File: src/imbs_consts.svh
// What this block does
// RULE_01 - Indexed jump: offset read, idle read at FFFF, fetch at jump address; 3 cycles.
// RULE_02 - Most classes read offset at opcode plus one, then idle read at FFFF.
// RULE_03 - Indexed 8-bit read: operand at index plus offset, next opcode at plus two; 4 cycles.
// RULE_04 - Accumulator store: write accumulator at index plus offset, then fetch; 4 cycles.
// RULE_05 - 16-bit load/compare/add: high byte then low byte read; 5 cycles.
// RULE_06 - 16-bit store: write high then low byte, read/write low; 5 cycles.
// RULE_07 - Call: push return low then high byte, fetch at index plus offset; 5 cycles.
// RULE_08 - Read-modify-write: read, idle FFFF, write new operand, fetch; 6 cycles.
// RULE_09 - Bit test: immediate, offset, idle, operand read, fetch at plus three; 5 cycles.
// RULE_10 - Clear: read operand, write location, fetch at plus two; 5 cycles.
// RULE_11 - Immediate logic to memory: imm, offset, idle, read, idle, write, fetch; 7 cycles.
// RULE_12 - Effective address is index plus zero-extended unsigned 8-bit offset.
//
// Purpose : Constants for the indexed-mode bus sequencer
// Assumes : Included by imbs_top.sv only
// Notes   : Definitions only
`ifndef IMBS_CONSTS_SVH
`define IMBS_CONSTS_SVH
`define IMBS_IDLE_ADDR 16'hFFFF
`define IMBS_ONE       16'h0001
`define IMBS_TWO       16'h0002
`define IMBS_THREE     16'h0003
`define IMBS_RESET_PC  16'h0000
`define IMBS_ZERO8     8'h00
`endif

File: src/imbs_pkg.sv
// Purpose : Types for the indexed-mode bus sequencer
// Assumes : Nothing
// Notes   : Class codes are given by the decoder upstream
package imbs_pkg;
    typedef enum logic [3:0] {
        IMBS_JUMP, IMBS_READ8, IMBS_STORE8, IMBS_READ16, IMBS_STORE16,
        IMBS_CALL, IMBS_RMW, IMBS_TEST, IMBS_CLEAR, IMBS_LOGIC
    } imbs_class_t;
    typedef enum logic [1:0] {
        IMBS_NONE, IMBS_OPER, IMBS_OPER_LO, IMBS_IMM
    } imbs_cap_t;
endpackage

File: src/imbs_top.sv
// Purpose : Drives address, read/write and data per machine cycle, indexed mode
// Assumes : Opcode already fetched; start pulses in the fetch cycle
// Notes   : New operand data and stored registers come from ports
`timescale 1ns/1ps
`default_nettype none
`include "imbs_consts.svh"
module imbs_top (
    // Clock and reset
    input  wire logic               clock,
    input  wire logic               rst,
    input  wire logic               clk_en,
    // Instruction start
    input  wire logic               start,
    input  wire imbs_pkg::imbs_class_t op_class,
    input  wire logic [15:0]        opcode_addr,
    input  wire logic [15:0]        index_reg,
    input  wire logic [15:0]        stack_ptr,
    // Data sources for writes
    input  wire logic [7:0]         acc_data,
    input  wire logic [15:0]        reg16_data,
    input  wire logic [7:0]         new_operand,
    // Bus
    input  wire logic [7:0]         data_in,
    output logic [15:0]             addr_bus,
    output logic                    rw_n,
    output logic [7:0]              data_out,
    output logic                    data_oe,
    // Status
    output logic                    busy,
    output logic                    fetch,
    output logic [7:0]              operand,
    output logic [7:0]              operand_lo,
    output logic [7:0]              imm_data
);
    // Sequencer state
    logic [2:0]              cyc_reg, cyc_next;
    imbs_pkg::imbs_class_t   cls_reg, cls_next;
    logic [15:0]             pc_reg, pc_next;
    logic [15:0]             ix_reg, ix_next;
    logic [15:0]             sp_reg, sp_next;
    logic [7:0]              off_reg, off_next;
    logic [15:0]             addr_reg, addr_next;
    logic                    rw_reg, rw_next;
    logic [7:0]              dout_reg, dout_next;
    logic                    oe_reg, oe_next;
    logic                    busy_reg, busy_next;
    logic                    fetch_reg, fetch_next;
    logic [7:0]              opr_reg, opr_next;
    logic [7:0]              oplo_reg, oplo_next;
    logic [7:0]              imm_reg, imm_next;
    imbs_pkg::imbs_cap_t     cap_reg, cap_next;
    logic [15:0]             eff;
    logic                    off_cap;

    // Effective address
    assign eff = ix_reg + {8'h00, off_reg}; // RULE_12

    // Offset captured from data_in during the offset cycle itself
    assign off_cap = busy_reg && ((cls_reg == imbs_pkg::IMBS_TEST || cls_reg == imbs_pkg::IMBS_LOGIC)
                                  ? (cyc_reg == 3'd2) : (cyc_reg == 3'd1));

    // Next-state logic
    always_comb begin
        cyc_next   = cyc_reg;
        cls_next   = cls_reg;
        pc_next    = pc_reg;
        ix_next    = ix_reg;
        sp_next    = sp_reg;
        off_next   = off_cap ? data_in : off_reg;
        addr_next  = addr_reg;
        rw_next    = 1'b1;
        dout_next  = `IMBS_ZERO8;
        oe_next    = 1'b0;
        busy_next  = busy_reg;
        fetch_next = 1'b0;
        opr_next   = (cap_reg == imbs_pkg::IMBS_OPER) ? data_in : opr_reg;
        oplo_next  = (cap_reg == imbs_pkg::IMBS_OPER_LO) ? data_in : oplo_reg;
        imm_next   = (cap_reg == imbs_pkg::IMBS_IMM) ? data_in : imm_reg;
        cap_next   = imbs_pkg::IMBS_NONE;
        if (!busy_reg) begin
            if (start) begin
                cls_next  = op_class;
                pc_next   = opcode_addr;
                ix_next   = index_reg;
                sp_next   = stack_ptr;
                busy_next = 1'b1;
                cyc_next  = 3'd1;
                addr_next = opcode_addr + `IMBS_ONE; // RULE_02
                if (op_class == imbs_pkg::IMBS_TEST || op_class == imbs_pkg::IMBS_LOGIC) begin
                    cap_next = imbs_pkg::IMBS_IMM; // RULE_09 RULE_11
                end
            end
        end else begin
            cyc_next = cyc_reg + 3'd1;
            unique case (cls_reg)
                imbs_pkg::IMBS_JUMP: begin // RULE_01
                    if (cyc_reg == 3'd1) begin
                        addr_next = `IMBS_IDLE_ADDR;
                    end else begin
                        addr_next = eff;
                        fetch_next = 1'b1;
                        busy_next = 1'b0;
                    end
                end
                imbs_pkg::IMBS_READ8, imbs_pkg::IMBS_STORE8: begin // RULE_03 RULE_04
                    unique case (cyc_reg)
                        3'd1: addr_next = `IMBS_IDLE_ADDR; // RULE_02
                        3'd2: begin
                            addr_next = eff;
                            if (cls_reg == imbs_pkg::IMBS_STORE8) begin
                                rw_next = 1'b0;
                                oe_next = 1'b1;
                                dout_next = acc_data;
                            end else begin
                                cap_next = imbs_pkg::IMBS_OPER;
                            end
                        end
                        default: begin
                            addr_next = pc_reg + `IMBS_TWO;
                            fetch_next = 1'b1;
                            busy_next = 1'b0;
                        end
                    endcase
                end
                imbs_pkg::IMBS_READ16, imbs_pkg::IMBS_STORE16: begin // RULE_05 RULE_06
                    unique case (cyc_reg)
                        3'd1: addr_next = `IMBS_IDLE_ADDR;
                        3'd2, 3'd3: begin
                            addr_next = (cyc_reg == 3'd2) ? eff : eff + `IMBS_ONE;
                            if (cls_reg == imbs_pkg::IMBS_STORE16) begin
                                rw_next = 1'b0;
                                oe_next = 1'b1;
                                dout_next = (cyc_reg == 3'd2) ? reg16_data[15:8] : reg16_data[7:0];
                            end else begin
                                cap_next = (cyc_reg == 3'd2) ? imbs_pkg::IMBS_OPER : imbs_pkg::IMBS_OPER_LO;
                            end
                        end
                        default: begin
                            addr_next = pc_reg + `IMBS_TWO;
                            fetch_next = 1'b1;
                            busy_next = 1'b0;
                        end
                    endcase
                end
                imbs_pkg::IMBS_CALL: begin // RULE_07
                    unique case (cyc_reg)
                        3'd1: addr_next = `IMBS_IDLE_ADDR;
                        3'd2, 3'd3: begin
                            addr_next = (cyc_reg == 3'd2) ? sp_reg : sp_reg - `IMBS_ONE;
                            rw_next = 1'b0;
                            oe_next = 1'b1;
                            dout_next = (cyc_reg == 3'd2) ? pc_next_ret_lo(pc_reg) : pc_next_ret_hi(pc_reg);
                        end
                        default: begin
                            addr_next = eff;
                            fetch_next = 1'b1;
                            busy_next = 1'b0;
                        end
                    endcase
                end
                imbs_pkg::IMBS_RMW, imbs_pkg::IMBS_CLEAR: begin // RULE_08 RULE_10
                    if (cyc_reg == 3'd1) begin
                        addr_next = `IMBS_IDLE_ADDR;
                    end else if (cyc_reg == 3'd2) begin
                        addr_next = eff;
                        cap_next = imbs_pkg::IMBS_OPER;
                    end else if (cyc_reg == 3'd3 && cls_reg == imbs_pkg::IMBS_RMW) begin
                        addr_next = `IMBS_IDLE_ADDR;
                    end else if ((cyc_reg == 3'd4 && cls_reg == imbs_pkg::IMBS_RMW) || cyc_reg == 3'd3) begin
                        addr_next = eff;
                        rw_next = 1'b0;
                        oe_next = 1'b1;
                        dout_next = (cls_reg == imbs_pkg::IMBS_CLEAR) ? `IMBS_ZERO8 : new_operand;
                    end else begin
                        addr_next = pc_reg + `IMBS_TWO;
                        fetch_next = 1'b1;
                        busy_next = 1'b0;
                    end
                end
                imbs_pkg::IMBS_TEST, imbs_pkg::IMBS_LOGIC: begin // RULE_09 RULE_11
                    if (cyc_reg == 3'd1) begin
                        addr_next = pc_reg + `IMBS_TWO;
                    end else if (cyc_reg == 3'd2) begin
                        addr_next = `IMBS_IDLE_ADDR;
                    end else if (cyc_reg == 3'd3) begin
                        addr_next = eff;
                        cap_next = imbs_pkg::IMBS_OPER;
                    end else if (cyc_reg == 3'd4 && cls_reg == imbs_pkg::IMBS_LOGIC) begin
                        addr_next = `IMBS_IDLE_ADDR;
                    end else if (cyc_reg == 3'd5) begin
                        addr_next = eff;
                        rw_next = 1'b0;
                        oe_next = 1'b1;
                        dout_next = new_operand;
                    end else begin
                        addr_next = pc_reg + `IMBS_THREE;
                        fetch_next = 1'b1;
                        busy_next = 1'b0;
                    end
                end
                default: begin
                    busy_next = 1'b0;
                end
            endcase
        end
    end

    // Return address is opcode plus two
    function automatic logic [7:0] pc_next_ret_lo(input logic [15:0] pc);
        logic [15:0] r;
        r = pc + `IMBS_TWO;
        return r[7:0];
    endfunction

    function automatic logic [7:0] pc_next_ret_hi(input logic [15:0] pc);
        logic [15:0] r;
        r = pc + `IMBS_TWO;
        return r[15:8];
    endfunction

    // State registers
    always_ff @(posedge clock or posedge rst) begin
        if (rst) begin
            cyc_reg   <= 3'd0;
            cls_reg   <= imbs_pkg::IMBS_JUMP;
            pc_reg    <= `IMBS_RESET_PC;
            ix_reg    <= `IMBS_RESET_PC;
            sp_reg    <= `IMBS_RESET_PC;
            off_reg   <= `IMBS_ZERO8;
            addr_reg  <= `IMBS_IDLE_ADDR;
            rw_reg    <= 1'b1;
            dout_reg  <= `IMBS_ZERO8;
            oe_reg    <= 1'b0;
            busy_reg  <= 1'b0;
            fetch_reg <= 1'b0;
            opr_reg   <= `IMBS_ZERO8;
            oplo_reg  <= `IMBS_ZERO8;
            imm_reg   <= `IMBS_ZERO8;
            cap_reg   <= imbs_pkg::IMBS_NONE;
        end else if (clk_en) begin
            cyc_reg   <= cyc_next;
            cls_reg   <= cls_next;
            pc_reg    <= pc_next;
            ix_reg    <= ix_next;
            sp_reg    <= sp_next;
            off_reg   <= off_next;
            addr_reg  <= addr_next;
            rw_reg    <= rw_next;
            dout_reg  <= dout_next;
            oe_reg    <= oe_next;
            busy_reg  <= busy_next;
            fetch_reg <= fetch_next;
            opr_reg   <= opr_next;
            oplo_reg  <= oplo_next;
            imm_reg   <= imm_next;
            cap_reg   <= cap_next;
        end
    end

    // Outputs
    assign addr_bus   = addr_reg;
    assign rw_n       = rw_reg;
    assign data_out   = dout_reg;
    assign data_oe    = oe_reg;
    assign busy       = busy_reg;
    assign fetch      = fetch_reg;
    assign operand    = opr_reg;
    assign operand_lo = oplo_reg;
    assign imm_data   = imm_reg;
endmodule
`default_nettype wire

File: config.mk
export PLATFORM = sky130hd
export DESIGN_NAME = imbs_top
export DESIGN_NICKNAME = d
export VERILOG_FILES = /design/src/imbs_pkg.sv /design/src/imbs_top.sv
export VERILOG_INCLUDE_DIRS = /design/src
export SDC_FILE = /design/constraint.sdc
export NUM_CORES = 1
export LEC_CHECK = 0
export ABC_AREA = 1
export BUFFER_PORTS_ARGS = -buffer_cell sky130_fd_sc_hd__buf_2
export CAP_MARGIN = 10
export CORE_MARGIN = 2
export CORE_UTILIZATION = 30
export CTS_BUF_LIST = sky130_fd_sc_hd__clkbuf_8
export CTS_CLUSTER_SIZE = 28
export DETAILED_ROUTE_END_ITERATION = 12
export PLACE_DENSITY = 0.55
export SETUP_SLACK_MARGIN = 0.2
export SYNTH_ARGS = -nofsm -noshare
export SYNTH_HDL_FRONTEND = slang
export SYNTH_SLANG_ARGS = --single-unit
File: constraint.sdc
create_clock -name clock -period 8.6 [get_ports clock]
set_clock_uncertainty 0.2 [all_clocks]
set_input_delay 0.43 -clock clock [delete_from_list [all_inputs] [get_ports clock]]
set_output_delay 0.43 -clock clock [all_outputs]
set_load 0.02 [all_outputs]
==> impl_metrics.env <==
export IMPL_final_cell_mix="nand2_1 (416), inv_1 (163), buf_2 (147)"
export IMPL_num_antenna_cells=0
export IMPL_cts_hold_buf=15
export IMPL_dieArea_mm2=0.0326
export IMPL_syn_area_per_cell_um2=6.47
export IMPL_critPathSlowestCell="inv_4"
export IMPL_wl_per_cell_um=18.7
export IMPL_hold_depth=2
export IMPL_area_growth_synth_to_final_pct=17.7
export IMPL_dp_worst_setup_slack_ns=5.03
export IMPL_irDropWorstVdd_v=0.000163
export IMPL_fillers=3361
export IMPL_num_rows=64
export IMPL_drive_above_1_share=0.163
export IMPL_numPortBuffers=147
export IMPL_clk_path_buf_depth=2
export IMPL_crit_buf_inv=4
export IMPL_ys_async_sr_fraction=1.00
export IMPL_r2r_slack_ns=4.86
export IMPL_min_period_ns=3.74
export IMPL_worst_r2r_cell_count=14
export IMPL_seq_area_mm2=0.00295
export IMPL_setup_violations=0
export IMPL_timing_final_crit_share=0.434
export IMPL_grt_start_max_net_pins=66
export IMPL_reg2reg_to="addr_bus[1]"
export IMPL_relSlewSlack=0.221
export IMPL_synth_seq_cells=117
export IMPL_final_area_mm2=0.0110
export IMPL_core_area_mm2=0.0307
export IMPL_whs_ns=0.00829
export IMPL_clock_root_buffer="clkbuf_8"
export IMPL_synth_distinct_cells=48
export IMPL_cts_setup_buffers=0
export IMPL_placed_area_mm2=0.0105
export IMPL_cp_end_kind="flip-flop"
export IMPL_cap_violations=0
export IMPL_syn_nets=1563
export IMPL_gr_total_overflow=0
export IMPL_dp_cells=1949
export IMPL_stdcell_count=1996
export IMPL_clk_pin_slew_ns=0.09
export IMPL_grtUsageTotal=0.229
export IMPL_worst_ep_arrival_time_ns=3.93
export IMPL_synth_edff_count=0
export IMPL_final_common_cell="nand2_1"
export IMPL_worstHoldStart="stack_ptr[4]"
export IMPL_drtPass1Iterations=6
export IMPL_synth_top_area_frac=0.268
export IMPL_path_max_fanout=37
export IMPL_cts_buffers_inserted=17
export IMPL_pwr_density_cell_mw_per_mm2=426
export IMPL_gp_congestion=1.01
export IMPL_worst_slack_ns=4.86
export IMPL_htreeDepth=4
export IMPL_r2r_start="cyc_reg[0]"
export IMPL_first_iter_violations=897
export IMPL_synth_area_mm2=0.00935
export IMPL_antenna_found_initial=1
export IMPL_fin_nets=1704
export IMPL_antenna_left=0
export IMPL_ys_flop_type="dfrtp_1"
export IMPL_via_per_inst=5.25
export IMPL_p_leak_nw=5.48
export IMPL_cp_start_kind="flip-flop"
export IMPL_cts_sinks=117
export IMPL_initial_utilization=0.305
export IMPL_post_route_util=0.359
export IMPL_timing_fmax_ghz=0.268
export IMPL_worstPathCellList="inv_1, ha_1, nand2_4, inv_4, nor2_4, nor2_2, buf_4, clkinv_1, o22ai_1, o21ai_1, nor3_1, nand3_1, o211ai_1, a21oi_1"
export IMPL_grt_pass1_wl_um=58300
export IMPL_dp_hpwl_um=28400
export IMPL_cts_resized=0
export IMPL_clock_latency_ns=0.47
export IMPL_slew_violations=0
export IMPL_die_y_um=181
export IMPL_worstMarginPinSlew_ns=1.16
export IMPL_drc=0
export IMPL_hold_path_end="sp_reg[4]"
export IMPL_power_mw=4.69
export IMPL_multi_input_area_mm2=0.00556
export IMPL_hold_viol=0
export IMPL_rsz0062_at_grt="false"
export IMPL_die_w_um=181
export IMPL_first_global_vias=9926
export IMPL_crit_family="buffers and inverters"
export IMPL_cts_tree="done"
export IMPL_critPathMaxStageDelay_ns=0.45
export IMPL_io_pins=148
export IMPL_netlist_instances=1446
export IMPL_yosysTopAreaCell="dfrtp_1"
export IMPL_synthTopCellsByArea="dfrtp_1 (27%), nand2_1 (17%), o21ai_0 (6.9%)"
export IMPL_drt_wl_total_um=37400
export IMPL_critPathRequiredTime_ns=8.79
export IMPL_path_class="flip-flop to flip-flop"
export IMPL_status="completed"
export IMPL_tns_ns=0
export IMPL_min_path_type="primary input to flip-flop"
export IMPL_vias=10500
export IMPL_seq_area_frac_synth=0.315
export IMPL_synth_warnings=0
==> power by group <==
| group | switching, mW | leakage, nW | total, mW | internal (mW) |
|---|---|---|---|---|
| Combinational | 2.24 | 3.90 | 3.13 | 0.890 |
| Clock | 0.282 | 0.192 | 0.546 | 0.264 |
| Sequential | 0.219 | 1.40 | 1.01 | 0.795 |
==> logic make-up (layout without fill, tap and decap cells) <==
logic type | after synthesis | in the layout | share of synthesized area
AND/OR/NAND/NOR | 739 | 739 | 0.337
AO/OA/AOI/OAI | 306 | 306 | 0.183
multiplexers | 16 | 16 | 0.0193
buffers and inverters | 221 | 375 | 0.0918
flip-flops | 117 | 117 | 0.315
adder cells (fa/ha/maj) | 21 | 21 | 0.0289
XOR/XNOR | 26 | 26 | 0.0244
==> how the worst max path moves through the flow <==
stage	end	slack [ns]	from	cells past startpoint
detailed placement	addr_bus[7]	5.03	cyc_reg[0]	16
global placement	addr_bus[1]	5.04	cyc_reg[0]	14
floorplan	busy	4.90	rst	1
global route	addr_bus[7]	4.73	cyc_reg[0]	16
CTS	addr_bus[4]	4.99	cyc_reg[0]	14
finish	addr_bus[1]	4.86	cyc_reg[0]	14
==> metal layers <==
layer	wire (um)	GRT usage	share of wire	up-vias
li1	-	-	-	5061
met1	16400	0.308	0.44	4878
met2	16400	0.352	0.44	466
met3	3080	0.0465	0.082	74
met4	1540	0.103	0.041	2
met5	13	0	0.00035	-
==> cell usage after synthesis (6+ instances only) <==
cell,n
a21oi_1,95
a31oi_1,9
buf_2,12
clkbuf_1,30
dfrtp_1,100
dfstp_2,17
ha_1,20
inv_1,164
inv_2,7
mux2_2,16
nand2_1,416
nand3_1,113
nand4_1,29
nor2_1,139
nor2_2,9
nor3_1,7
o211ai_1,21
o21ai_0,128
o21ai_1,10
o22ai_1,12
o31ai_1,6
xnor2_1,8
xor2_1,18
==> worst register-to-register path: stages (launching register included) <==
cell and delay, ns:
dfrtp_1 0.41, inv_1 0.12, ha_1 0.22, nand2_4 0.27, inv_4 0.45, nor2_4 0.08
nor2_2 0.09, buf_4 0.30, clkinv_1 0.45, o22ai_1 0.33, o21ai_1 0.09, nor3_1 0.19
nand3_1 0.16, o211ai_1 0.17, a21oi_1 0.11
==> cell type report <==
type,count,area share
Clock buffer,17,0.0213
Timing Repair Buffer,170,0.0860
Inverter,173,0.0595
Clock inverter,15,0.0152
Multi-Input combinational cell,1108,0.505
Sequential cell,117,0.268
Tap cell,396,0.0450
(Power assumes the default switching activity.)
